--- src/hw/sas_consts.vh ---
// constants of the serial readout block
`ifndef SAS_CONSTS_VH
`define SAS_CONSTS_VH
`define SAS_RES_W        12
`define SAS_SYNC_W       3
`define SAS_FIFO_W       12
`define SAS_FIFO_D       4
`define SAS_FIFO_AW      2
`define SAS_SMPL_FALLS   2
`define SAS_NULL_BITS    1
`define SAS_RES_ZERO     12'h000
`define SAS_RES_MID      12'h800
`define SAS_RES_FULL     12'hFFF
`define SAS_BITCNT_W     5
`define SAS_BITS_FWD     5'd12
`define SAS_BITS_REV     5'd12
`endif

--- src/hw/sas_fifo.v ---
// small fifo buffering conversion results
`timescale 1ns/1ps
`default_nettype none
module sas_fifo #(
  parameter W  = 12,
  parameter D  = 4,
  parameter AW = 2
) (
  // clock and reset
  input  wire          clk,
  input  wire          rstn,
  // write side
  input  wire          in_valid,
  output wire          in_ready,
  input  wire [W-1:0]  in_data,
  // read side
  output reg           out_valid,
  input  wire          out_ready,
  output reg  [W-1:0]  out_data
);
  reg [W-1:0]  mem [0:D-1];
  reg [AW-1:0] wptr;
  reg [AW-1:0] rptr;
  reg [AW:0]   count;
  wire         do_wr;
  wire         do_rd;
  wire         take;

  assign in_ready = (count != D[AW:0]);
  assign do_wr    = in_valid && in_ready;
  // output register refills whenever empty or being drained
  assign take     = !out_valid || out_ready;
  assign do_rd    = take && (count != {(AW+1){1'b0}});

  always @(posedge clk) begin
    if (do_wr) begin
      mem[wptr] <= in_data;
    end
  end

  always @(posedge clk or negedge rstn) begin
    if (!rstn) begin
      wptr      <= {AW{1'b0}};
      rptr      <= {AW{1'b0}};
      count     <= {(AW+1){1'b0}};
      out_valid <= 1'b0;
      out_data  <= {W{1'b0}};
    end else begin
      if (do_wr) begin
        wptr <= wptr + 1'b1;
      end
      if (do_rd) begin
        rptr     <= rptr + 1'b1;
        out_data <= mem[rptr];
      end
      if (take) begin
        out_valid <= do_rd;
      end
      if (do_wr && !do_rd) begin
        count <= count + 1'b1;
      end else if (!do_wr && do_rd) begin
        count <= count - 1'b1;
      end
    end
  end
endmodule // sas_fifo
`default_nettype wire

--- src/hw/sas_readout.v ---
// converter sequencing and serial result readout
`timescale 1ns/1ps
`default_nettype none
`include "sas_consts.vh"

////////////////////////////////////////////////////////////////////////////////
// Notes on behaviour
// select falling starts conversion and transfer
// first 1.5 to 2 clocks acquire input
// after second falling edge, one zero bit
// next twelve bits: result, msb first
// then result repeated, lsb first
// after repeated msb, output goes tri-state
// later clock edges change nothing
// new conversion needs select high then low
// output changes on bit clock falling edge
// host samples on rising edge normally
// result is plain unsigned binary code
// host keeps average rate at most 75kHz
// power down at completion or select high
// completion idles analog only; select high all
// host advised fastest clock, then idle high
// host advised not to leave select low
// raising select early aborts and powers down
// select high: output tri-state, clocks ignored
module sas_readout (
  // clock and reset
  input  wire                   CLOCK,
  input  wire                   RSTN,
  // serial link pins
  input  wire                   FRAME_SELECT_N,
  input  wire                   SERIAL_BIT_CLOCK,
  output reg                    SERIAL_DATA_OUT,
  output reg                    SERIAL_DATA_OE_N,
  // result from the approximation core
  input  wire [`SAS_RES_W-1:0]  RESULT_IN,
  // sampling and power controls to the analog and digital sections
  output reg                    SAMPLE_ACTIVE,
  output reg                    ANALOG_POWER_DOWN,
  output reg                    DIGITAL_POWER_DOWN,
  // stream of completed results
  output reg                    RESULT_VALID,
  input  wire                   RESULT_READY,
  output reg  [`SAS_RES_W-1:0]  RESULT_DATA,
  output reg                    RESULT_DROPPED
);

  //////////////////////////////////////////////////////////////////////////////
  // states, one-hot
  localparam [5:0] ST_IDLE = 6'b00_0001;
  localparam [5:0] ST_SMPL = 6'b00_0010;
  localparam [5:0] ST_NULL = 6'b00_0100;
  localparam [5:0] ST_FWD  = 6'b00_1000;
  localparam [5:0] ST_REV  = 6'b01_0000;
  localparam [5:0] ST_DONE = 6'b10_0000;

  // bit of the result for a given send position
  function sel_bit;
    input [`SAS_RES_W-1:0]   word;
    input [`SAS_BITCNT_W-1:0] idx;
    begin
      sel_bit = word[idx[3:0]];
    end
  endfunction

  //////////////////////////////////////////////////////////////////////////////
  // pin synchronisers: change counts once stages two and three agree
  // a lone sample between the two never moves the filtered level
  reg [`SAS_SYNC_W-1:0] cs_sync;
  reg [`SAS_SYNC_W-1:0] ck_sync;
  reg                   cs_n;
  reg                   bclk;

  // frame select rests high, so reset matches the idle pin
  always @(posedge CLOCK or negedge RSTN) begin
    if (!RSTN) begin
      cs_sync <= {`SAS_SYNC_W{1'b1}};
      cs_n    <= 1'b1;
    end else begin
      cs_sync <= {cs_sync[`SAS_SYNC_W-2:0], FRAME_SELECT_N};
      if (cs_sync[1] == cs_sync[2]) begin
        cs_n <= cs_sync[2];
      end
    end
  end

  // bit clock rests low, so reset matches the idle pin
  always @(posedge CLOCK or negedge RSTN) begin
    if (!RSTN) begin
      ck_sync <= {`SAS_SYNC_W{1'b0}};
      bclk    <= 1'b0;
    end else begin
      ck_sync <= {ck_sync[`SAS_SYNC_W-2:0], SERIAL_BIT_CLOCK};
      if (ck_sync[1] == ck_sync[2]) begin
        bclk <= ck_sync[2];
      end
    end
  end

  //////////////////////////////////////////////////////////////////////////////
  // edge detectors on the filtered levels
  reg  cs_n_d;
  reg  bclk_d;
  wire cs_fall;
  wire clk_fall;

  always @(posedge CLOCK or negedge RSTN) begin
    if (!RSTN) begin
      cs_n_d <= 1'b1;
    end else begin
      cs_n_d <= cs_n;
    end
  end

  always @(posedge CLOCK or negedge RSTN) begin
    if (!RSTN) begin
      bclk_d <= 1'b0;
    end else begin
      bclk_d <= bclk;
    end
  end

  // a frame opens only on a true high-to-low edge of select
  assign cs_fall  = cs_n_d && !cs_n;
  assign clk_fall = bclk_d && !bclk;

  //////////////////////////////////////////////////////////////////////////////
  // sequencer
  reg [5:0]                state;
  reg [5:0]                next_state;
  reg [`SAS_BITCNT_W-1:0]  cnt;
  reg [`SAS_BITCNT_W-1:0]  next_cnt;
  reg [`SAS_RES_W-1:0]     result;
  reg                      push;

  always @* begin
    next_state = state;
    next_cnt   = cnt;
    push       = 1'b0;
    // select high wins over every state: abort, release, power down
    if (cs_n) begin
      next_state = ST_IDLE;
      next_cnt   = {`SAS_BITCNT_W{1'b0}};
    end else begin
      case (state)
        ST_IDLE: begin
          if (cs_fall) begin
            next_state = ST_SMPL;
            next_cnt   = {`SAS_BITCNT_W{1'b0}};
          end
        end
        ST_SMPL: begin
          // acquisition spans the falls before the null bit
          if (clk_fall) begin
            if (cnt == `SAS_SMPL_FALLS - 1) begin
              next_state = ST_NULL;
              next_cnt   = {`SAS_BITCNT_W{1'b0}};
            end else begin
              next_cnt = cnt + 1'b1;
            end
          end
        end
        ST_NULL: begin
          // leading zero lasts one bit clock
          if (clk_fall) begin
            next_state = ST_FWD;
            next_cnt   = `SAS_BITS_FWD - 1'b1;
          end
        end
        ST_FWD: begin
          if (clk_fall) begin
            if (cnt == {`SAS_BITCNT_W{1'b0}}) begin
              // lsb sent once; repeat starts again at lsb
              next_state = ST_REV;
              next_cnt   = {`SAS_BITCNT_W{1'b0}};
              push       = 1'b1;
            end else begin
              next_cnt = cnt - 1'b1;
            end
          end
        end
        ST_REV: begin
          if (clk_fall) begin
            if (cnt == `SAS_BITS_REV - 1'b1) begin
              next_state = ST_DONE;
            end else begin
              next_cnt = cnt + 1'b1;
            end
          end
        end
        ST_DONE: begin
          // frame spent: only a select rise leaves this state
          next_state = ST_DONE;
        end
        default: begin
          next_state = ST_IDLE;
        end
      endcase
    end
  end

  always @(posedge CLOCK or negedge RSTN) begin
    if (!RSTN) begin
      state <= ST_IDLE;
      cnt   <= {`SAS_BITCNT_W{1'b0}};
    end else begin
      state <= next_state;
      cnt   <= next_cnt;
    end
  end

  // held after sampling: straight binary, no recoding; the core may move
  // on afterwards, both passes still send this one word
  always @(posedge CLOCK or negedge RSTN) begin
    if (!RSTN) begin
      result <= `SAS_RES_ZERO;
    end else begin
      if (state == ST_SMPL && next_state == ST_NULL) begin
        result <= RESULT_IN;
      end
    end
  end

  //////////////////////////////////////////////////////////////////////////////
  // serial pin outputs, all registered; decoded from the coming state so
  // the pin moves in the same cycle as the state
  always @(posedge CLOCK or negedge RSTN) begin
    if (!RSTN) begin
      SERIAL_DATA_OUT  <= 1'b0;
      SERIAL_DATA_OE_N <= 1'b1;
    end else begin
      case (next_state)
        ST_NULL: begin
          SERIAL_DATA_OUT  <= 1'b0;
          SERIAL_DATA_OE_N <= 1'b0;
        end
        ST_FWD: begin
          SERIAL_DATA_OUT  <= sel_bit(result, next_cnt);
          SERIAL_DATA_OE_N <= 1'b0;
        end
        ST_REV: begin
          SERIAL_DATA_OUT  <= sel_bit(result, next_cnt);
          SERIAL_DATA_OE_N <= 1'b0;
        end
        ST_DONE: begin
          // frame spent: pin released until select rises
          SERIAL_DATA_OUT  <= 1'b0;
          SERIAL_DATA_OE_N <= 1'b1;
        end
        default: begin
          // idle or acquiring: nothing on the pin yet
          SERIAL_DATA_OUT  <= 1'b0;
          SERIAL_DATA_OE_N <= 1'b1;
        end
      endcase
    end
  end

  //////////////////////////////////////////////////////////////////////////////
  // acquisition and analog power; the array is only charged while sampling
  always @(posedge CLOCK or negedge RSTN) begin
    if (!RSTN) begin
      SAMPLE_ACTIVE     <= 1'b0;
      ANALOG_POWER_DOWN <= 1'b1;
    end else begin
      case (next_state)
        ST_SMPL: begin
          SAMPLE_ACTIVE     <= 1'b1;
          ANALOG_POWER_DOWN <= 1'b0;
        end
        ST_NULL, ST_FWD, ST_REV: begin
          SAMPLE_ACTIVE     <= 1'b0;
          ANALOG_POWER_DOWN <= 1'b0;
        end
        default: begin
          // idle or done: comparator and array off
          SAMPLE_ACTIVE     <= 1'b0;
          ANALOG_POWER_DOWN <= 1'b1;
        end
      endcase
    end
  end

  // digital section sleeps only on select high, never on completion
  always @(posedge CLOCK or negedge RSTN) begin
    if (!RSTN) begin
      DIGITAL_POWER_DOWN <= 1'b1;
    end else begin
      DIGITAL_POWER_DOWN <= cs_n;
    end
  end

  //////////////////////////////////////////////////////////////////////////////
  // completed results into the fifo; a full fifo drops, never stalls the pins
  wire                  fifo_in_ready;
  wire                  fifo_out_valid;
  wire [`SAS_RES_W-1:0] fifo_out_data;
  reg                   fifo_out_ready;

  sas_fifo #(
    .W  (`SAS_FIFO_W),
    .D  (`SAS_FIFO_D),
    .AW (`SAS_FIFO_AW)
  ) u_fifo (
    .clk       (CLOCK),
    .rstn      (RSTN),
    .in_valid  (push),
    .in_ready  (fifo_in_ready),
    .in_data   (result),
    .out_valid (fifo_out_valid),
    .out_ready (fifo_out_ready),
    .out_data  (fifo_out_data)
  );

  // registered skid: take a word when output slot is free
  always @* begin
    fifo_out_ready = !RESULT_VALID || RESULT_READY;
  end

  always @(posedge CLOCK or negedge RSTN) begin
    if (!RSTN) begin
      RESULT_VALID <= 1'b0;
      RESULT_DATA  <= `SAS_RES_ZERO;
    end else begin
      if (fifo_out_ready) begin
        RESULT_VALID <= fifo_out_valid;
        if (fifo_out_valid) begin
          RESULT_DATA <= fifo_out_data;
        end
      end
    end
  end

  // loss flag: one pulse per word that found the buffer full; a slow
  // reader loses the newest results and keeps the oldest
  always @(posedge CLOCK or negedge RSTN) begin
    if (!RSTN) begin
      RESULT_DROPPED <= 1'b0;
    end else begin
      RESULT_DROPPED <= push && !fifo_in_ready;
    end
  end

endmodule // sas_readout
`default_nettype wire

--- config.mk ---
export PLATFORM = sky130hd
export DESIGN_NAME = sas_readout
export DESIGN_NICKNAME = d
export VERILOG_FILES = /design/src/hw/sas_fifo.v /design/src/hw/sas_readout.v
export VERILOG_INCLUDE_DIRS = /design/src /design/src/hw
export SDC_FILE = /design/constraint.sdc
export NUM_CORES = 1
export LEC_CHECK = 0
export BUFFER_PORTS_ARGS = -buffer_cell sky130_fd_sc_hd__buf_4
export CORE_MARGIN = 5
export CORE_UTILIZATION = 54
export CTS_CLUSTER_DIAMETER = 80
export DETAILED_ROUTE_END_ITERATION = 10
export PLACE_DENSITY = 0.77
export SLEW_MARGIN = 10
export SYNTH_ARGS = -nofsm -noshare
export SYNTH_HDL_FRONTEND = slang
export SYNTH_SLANG_ARGS = --single-unit
export TNS_END_PERCENT = 1
--- constraint.sdc ---
create_clock -name CLOCK -period 2.74 [get_ports CLOCK]
set_input_delay 0.548 -clock CLOCK [delete_from_list [all_inputs] [get_ports CLOCK]]
set_output_delay 0.548 -clock CLOCK [all_outputs]
set_load 0.005 [all_outputs]
==> qor.csv, run 1 <==
metric,value,unit
"Net Count, Synth",402,
worst skew pair latency,500,ps
Remaining DRCs,0,
Worst Setup Start Kind,flop,
final worst path period share,97.2,%
RD Place Congestion,0.911,
Max Cap Viol,0,
Vias per Instance,5.52,
first-pass GRT wire length,18.1,mm
total CTS buffers,17,
Max Freq,0.375,GHz
clock tree buffer depth,2,
Die Area,11800,µm²
area grow syn2layout,25.1,%
maximum VDD drop,0.684,mV
Slew Limit Headroom,40.5,%
CTS Hold Bufs,0,
# nets final,478,
RSZ-0062 raised after global routing,true,
ratio of cells with drive above 1 in the final layout,41.6,%
clk_skew,6.63,ps
Mapped Cells,375,
Synth Register Bits,119,
DR WL/cell,18.7,µm
minimum clock period,2660,ps
H-tree Lvls,4,
GR Util All Layers,20.4,%
Final Setup Violations,0,
first drt pass iteration count,6,
Avg Inst Size Synth,14.1,µm²
num ports,36,
"Slowest-stage cell, CP",or4_1,
Post-DRT Antenna Nets,0,
final hold viol count,0,
"Cell Chain, Critical Path",or4_1 -> nor3b_2 -> buf_4 -> o21ai_0 -> o21ai_1 -> o21ai_0 -> a21oi_1 -> nand2_1 -> o2111ai_2 -> o21ai_1,
Total Routed Length,11.2,mm
CP required,3110,ps
initial DRC count,273,
vias,3295,
Cell variety after synth,65,
antenna violations before repair,0,
Synth Cell Area,5270,µm²
post-synthesis sequential area ratio,61.3,%
vias in the first global route,3445,
Sink Count,119,
pwr dens,886,nW/µm²
outcome,completed,
Tot Pwr,5.84,mW
ANT cells,0,
fin. max-slew vios,0,
Leak,2.57,nW
ys async rst share,59.7,%
CTS root buf,clkbuf_8,
worst-margin pin slew,892,ps
critical path arrival,3040,ps
IO buf count,35,
crit path kind,flop to flop,
Initial Util,54.7,%
TritonCTS clock tree,yes,
leading area contributor after synthesis,dfrtp_1,
core area,9640,µm²
Hold Slack,152,ps
critical path endpoint category,flop,
pin count of the biggest net entering global routing,72,
number of synthesized flops with an enable pin,48,
GRT overflow,0,
"CTS clk-pin slew, worst paths",60,ps
Main synth FF type,dfrtp_1,
Final HPWL DP,7.38,mm
Synth top area share,29.9,%
"top cells by area, synth","dfrtp_1 30%, edfxtp_1 27%, mux2_2 7.9%",
Critical Path Max Stage Delay,620,ps
Die X,109,µm
std cell rows,36,
Ys Warns,0,
Die Y,109,µm
HP Class,input port to flop,
maximum fanout along the worst path,11,
-- worst paths after layout --
kind | to | cells past startpoint | from | slack, ps
worst max-delay path | SERIAL_DATA_OUT | 10 | state[0] | 80
worst min-delay path | ck_sync[0] | 1 | SERIAL_BIT_CLOCK | 150
worst max register to register | SERIAL_DATA_OUT | 10 | state[0] | 80
worst min register to register | ck_sync[1] | 0 | ck_sync[0] | 350
max in group asynchronous | cnt[0] | 1 | RSTN | 1940
min in group asynchronous | SAMPLE_ACTIVE | 1 | RSTN | 170
-- cells by family after synthesis --
kind of cell | share of synthesized area (%)
flops | 61.3
simple gates | 9.95
mux | 14.8
compound gates | 6.79
buf+inv | 2.11
xor+xnor | 2.16
fa+ha+maj | 2.90
-- registers in the layout, summed over array words and instances, names as in the netlist, 2 cells and up --
register / flops
u_fifo.mem: 48
u_fifo.out_data: 12
u_fifo.rptr: 2
cs_sync: 3
ck_sync: 3
u_fifo.count: 3
u_fifo.wptr: 2
result: 12
state: 6
cnt: 5
RESULT_DATA: 12
-- layout by cell type, fill, tap and decap left out, types with 3 or more instances in the layout --
master,netlist,final
inv_2,0,3
xor2_1,9,9
and2_1,6,6
o21ai_0,15,14
nor4b_1,4,3
inv_1,10,8
buf_4,1,73
a21oi_1,9,9
clkbuf_16,0,17
clkinv_4,0,4
nor2_1,16,16
nor3_1,10,9
nand2b_1,11,11
mux2i_1,8,7
a31oi_1,4,4
dfrtp_1,63,61
edfxtp_1,48,48
mux4_2,12,12
inv_6,0,3
xnor2_1,4,4
mux2_2,37,37
o21ai_1,2,3
nand2_1,16,16
ha_1,9,7
a211oi_1,4,4
nand3_1,7,5
dfstp_2,8,8
-- through the flow --
| stage | utilization [%] | worst slack, ps | setup TNS, ps | area (µm²) | cells |
|---|---|---|---|---|---|
| after floorplan | - | 63.3 | 0 | 5310 | 375 |
| after global placement | 61.5 | 127 | 0 | 5930 | 559 |
| after detailed placement | 61.5 | 37.4 | 0 | 5930 | 559 |
| after CTS | 67.5 | -1.26 | -1.26 | 6500 | 592 |
| after global routing | 68.4 | -86.5 | -126 | 6590 | 597 |
| final | 68.4 | 75.4 | 0 | 6590 | 597 |
-- what timing repair did --
item                       4_1_cts  5_1_grt
setup endpoints to repair        2        3
setup buffers                    1        5
pin swaps                        0        9
resized for setup                0       14
-- synthesized netlist by cell type, types with 8 or more instances --
| cell type | n |
|---|---|
| edfxtp_1 | 48 |
| nand2b_1 | 11 |
| xor2_1 | 9 |
| nor3_1 | 10 |
| o21ai_0 | 15 |
| ha_1 | 9 |
| clkbuf_1 | 12 |
| a21oi_1 | 9 |
| mux2_2 | 37 |
| dfrtp_1 | 63 |
| nor2_1 | 16 |
| mux4_2 | 12 |
| nand2_1 | 16 |
| inv_1 | 10 |
| dfstp_2 | 8 |
| mux2i_1 | 8 |
-- critical path, delay by kind of cell (launching register included) --
family	cells	cell delay [ps]
buffers and inverters	1	180
and+or+nand+nor	3	1060
AOI/OAI and AO/OA	6	880
DFF	1	420
-- where the power goes --
| part | internal (mW) | total [mW] | switching [mW] | leakage (nW) |
|---|---|---|---|---|
| clock | 1.29 | 2.09 | 0.798 | 0.286 |
| sequential | 2.13 | 2.35 | 0.217 | 1.21 |
| combinational | 0.746 | 1.40 | 0.657 | 1.07 |
| total | 4.17 | 5.84 | 1.67 | 2.57 |
-- layout make-up --
| class | count | area (µm²) |
|---|---|---|
| flip-flops and latches | 119 | 3230 |
| fillers | 668 | 3050 |
| multi-input cells | 228 | 2010 |
| repair buffers | 74 | 568 |
| clock buffers | 20 | 457 |
| well taps | 133 | 166 |
| clock inverters | 12 | 114 |
| inverters | 11 | 41.3 |
-- metal layers --
| metal | GRT usage (%) | wire, µm | vias up |
|---|---|---|---|
| li1 | - | - | 1538 |
| met1 | 29.2 | 5020 | 1647 |
| met2 | 31.1 | 5450 | 101 |
| met3 | 5.62 | 585 | 9 |
| met4 | 5.41 | 112 | 0 |
| met5 | 0 | 0 | - |
Power figures use the tool's default switching activity.
==> inputs of run 2 (changes only) <==
- BUFFER_PORTS_ARGS: -buffer_cell sky130_fd_sc_hd__buf_4 -> not set
- CORE_UTILIZATION: 54 -> 55
- DONT_BUFFER_PORTS: not set -> 1
- PLACE_DENSITY: 0.77 -> 0.75
==> qor.csv, run 2 (same netlist as run 1, synthesis figures left out) <==
metric,value,unit
outcome,completed,
Placed Cells incl. Taps,520,
FILL cells,617,
final worst path period share,97.2,%
R2R setup slack,80,ps
Post-DRT Antenna Nets,0,
DR WL/cell,19.4,µm
power share of the clock group,38.7,%
setup TNS,0,ps
"non-filler cells, final",556,
vias,3143,
std cell rows,35,
Die Area,11600,µm²
reg-to-reg endpoint,u_fifo.count[2],
r2r worst-path depth,12,
Vias per Instance,5.65,
Die Y,108,µm
final hold viol count,0,
most frequent cells in the layout,"61 x dfrtp_1, 48 x edfxtp_1, 37 x mux2_2, 34 x buf_4, 18 x clkbuf_16",
Psw,1.62,mW
vias in the first global route,3172,
max reg flops,48,
Hold Slack,36.3,ps
worst-margin pin slew,654,ps
first drt pass iteration count,5,
CP required,3170,ps
clk_skew,8.78,ps
"commonest non-fill, non-tap cell in the layout",dfrtp_1,
ratio of cells with drive above 1 in the final layout,35.1,%
Die X,108,µm
IO buf count,0,
crit path kind,flop to flop,
minimum clock period,2660,ps
Final Setup Violations,0,
Slew Limit Headroom,55.9,%
critical path arrival,3090,ps
"CTS clk-pin slew, worst paths",60,ps
ANT cells,0,
Tot Pwr,5.75,mW
Max Cap Viol,0,
worst skew pair latency,510,ps
antenna violations before repair,0,
# nets final,441,
Reg with most FFs,u_fifo.mem,
first-pass GRT wire length,17.4,mm
RSZ-0062 raised after global routing,true,
Worst Setup Start Kind,flop,
Int Power,4.13,mW
Hold Path End,cs_sync[0],
RD Place Congestion,0.908,
GRT overflow,0,
core area,9280,µm²
Sw Ratio,28.2,%
Total Routed Length,10.8,mm
Remaining DRCs,0,
Leak,2.40,nW
clock tree buffer depth,2,
pin count of the biggest net entering global routing,72,
TritonCTS clock tree,yes,
CTS root buf,clkbuf_8,
"Core Util, Final",68.2,%
num ports,36,
Final HPWL DP,7.10,mm
Initial Util,56.8,%
Comb power frac,19.8,%
worst hold path depth,0,
Sink Count,119,
HP Start,FRAME_SELECT_N,
FF-to-FF Start,cnt[1],
initial DRC count,275,
pwr dens,907,nW/µm²
critical path endpoint category,flop,
GR Util All Layers,20.0,%
area grow syn2layout,20.2,%
fin. max-slew vios,0,
Sequential Power Share,41.5,%
total CTS buffers,17,
Max Freq,0.375,GHz
H-tree Lvls,4,
maximum VDD drop,0.691,mV
maximum fanout along the worst path,4,
HP Class,input port to flop,
run 2: cell type report:
| type | count | area, µm² | share of cell area, % |
|---|---|---|---|
| multi-input combinational | 228 | 1980 | 31.3 |
| clock buffer | 20 | 468 | 7.39 |
| sequential | 119 | 3230 | 51.0 |
| tap | 129 | 161 | 2.55 |
| inverter | 11 | 41.3 | 0.652 |
| clock inverter | 12 | 138 | 2.17 |
| timing repair buffer | 37 | 313 | 4.94 |
run 2: repair_timing:
action,CTS,global route
pin swaps,0,3
hold buffers,2,0
hold endpoints to repair,71,0
setup buffers,0,2
gates resized for setup,1,6
setup endpoints to repair,1,3
run 2: worst max path at each step:
stage	start	endpoint	cells past startpoint	slack, ps
2_1_floorplan	cnt[0]	u_fifo.count[2]	12	60
3_3_place_gp	cnt[1]	u_fifo.count[2]	12	140
3_5_place_dp	cnt[1]	u_fifo.count[2]	12	30
4_1_cts	cnt[1]	u_fifo.count[2]	12	20
5_1_grt	cnt[1]	u_fifo.count[2]	12	-60
6_report	cnt[1]	u_fifo.count[2]	12	80
run 2: per-stage QoR:
stage | area [µm²] | setup WS [ps]
floorplan | 5310 | 63.3
global placement | 5660 | 138
detailed placement | 5660 | 25.6
CTS | 6300 | 18.4
global route | 6340 | -59.6
finish | 6340 | 76.4
run 2: layer usage:
layer	global-route usage [%]	part of all wire, %	vias up
li1	-	-	1472
met1	30.4	48	1552
met2	28.0	46	108
met3	5.04	5.3	11
met4	6.67	0.98	0
met5	0	0	-
run 2: power by group through the flow:
stage	combinational, mW	clock, mW	sequential [mW]
floorplan	0.882	0	2.30
global placement	1.07	0	2.41
detailed placement	1.09	0	2.42
CTS	1.13	2.26	2.39
global route	1.25	2.35	2.43
finish	1.14	2.22	2.39
run 2: worst max-delay path, stage by stage (launching register included):
cell and delay (ps):
dfrtp_2 430, inv_2 90, ha_2 180, nor4b_4 220, nand2_1 130, or2_4 270, nor3b_4 220, ha_2 210
inv_1 60, fa_2 340, xor2_1 170, nor2_1 110, xor2_1 160
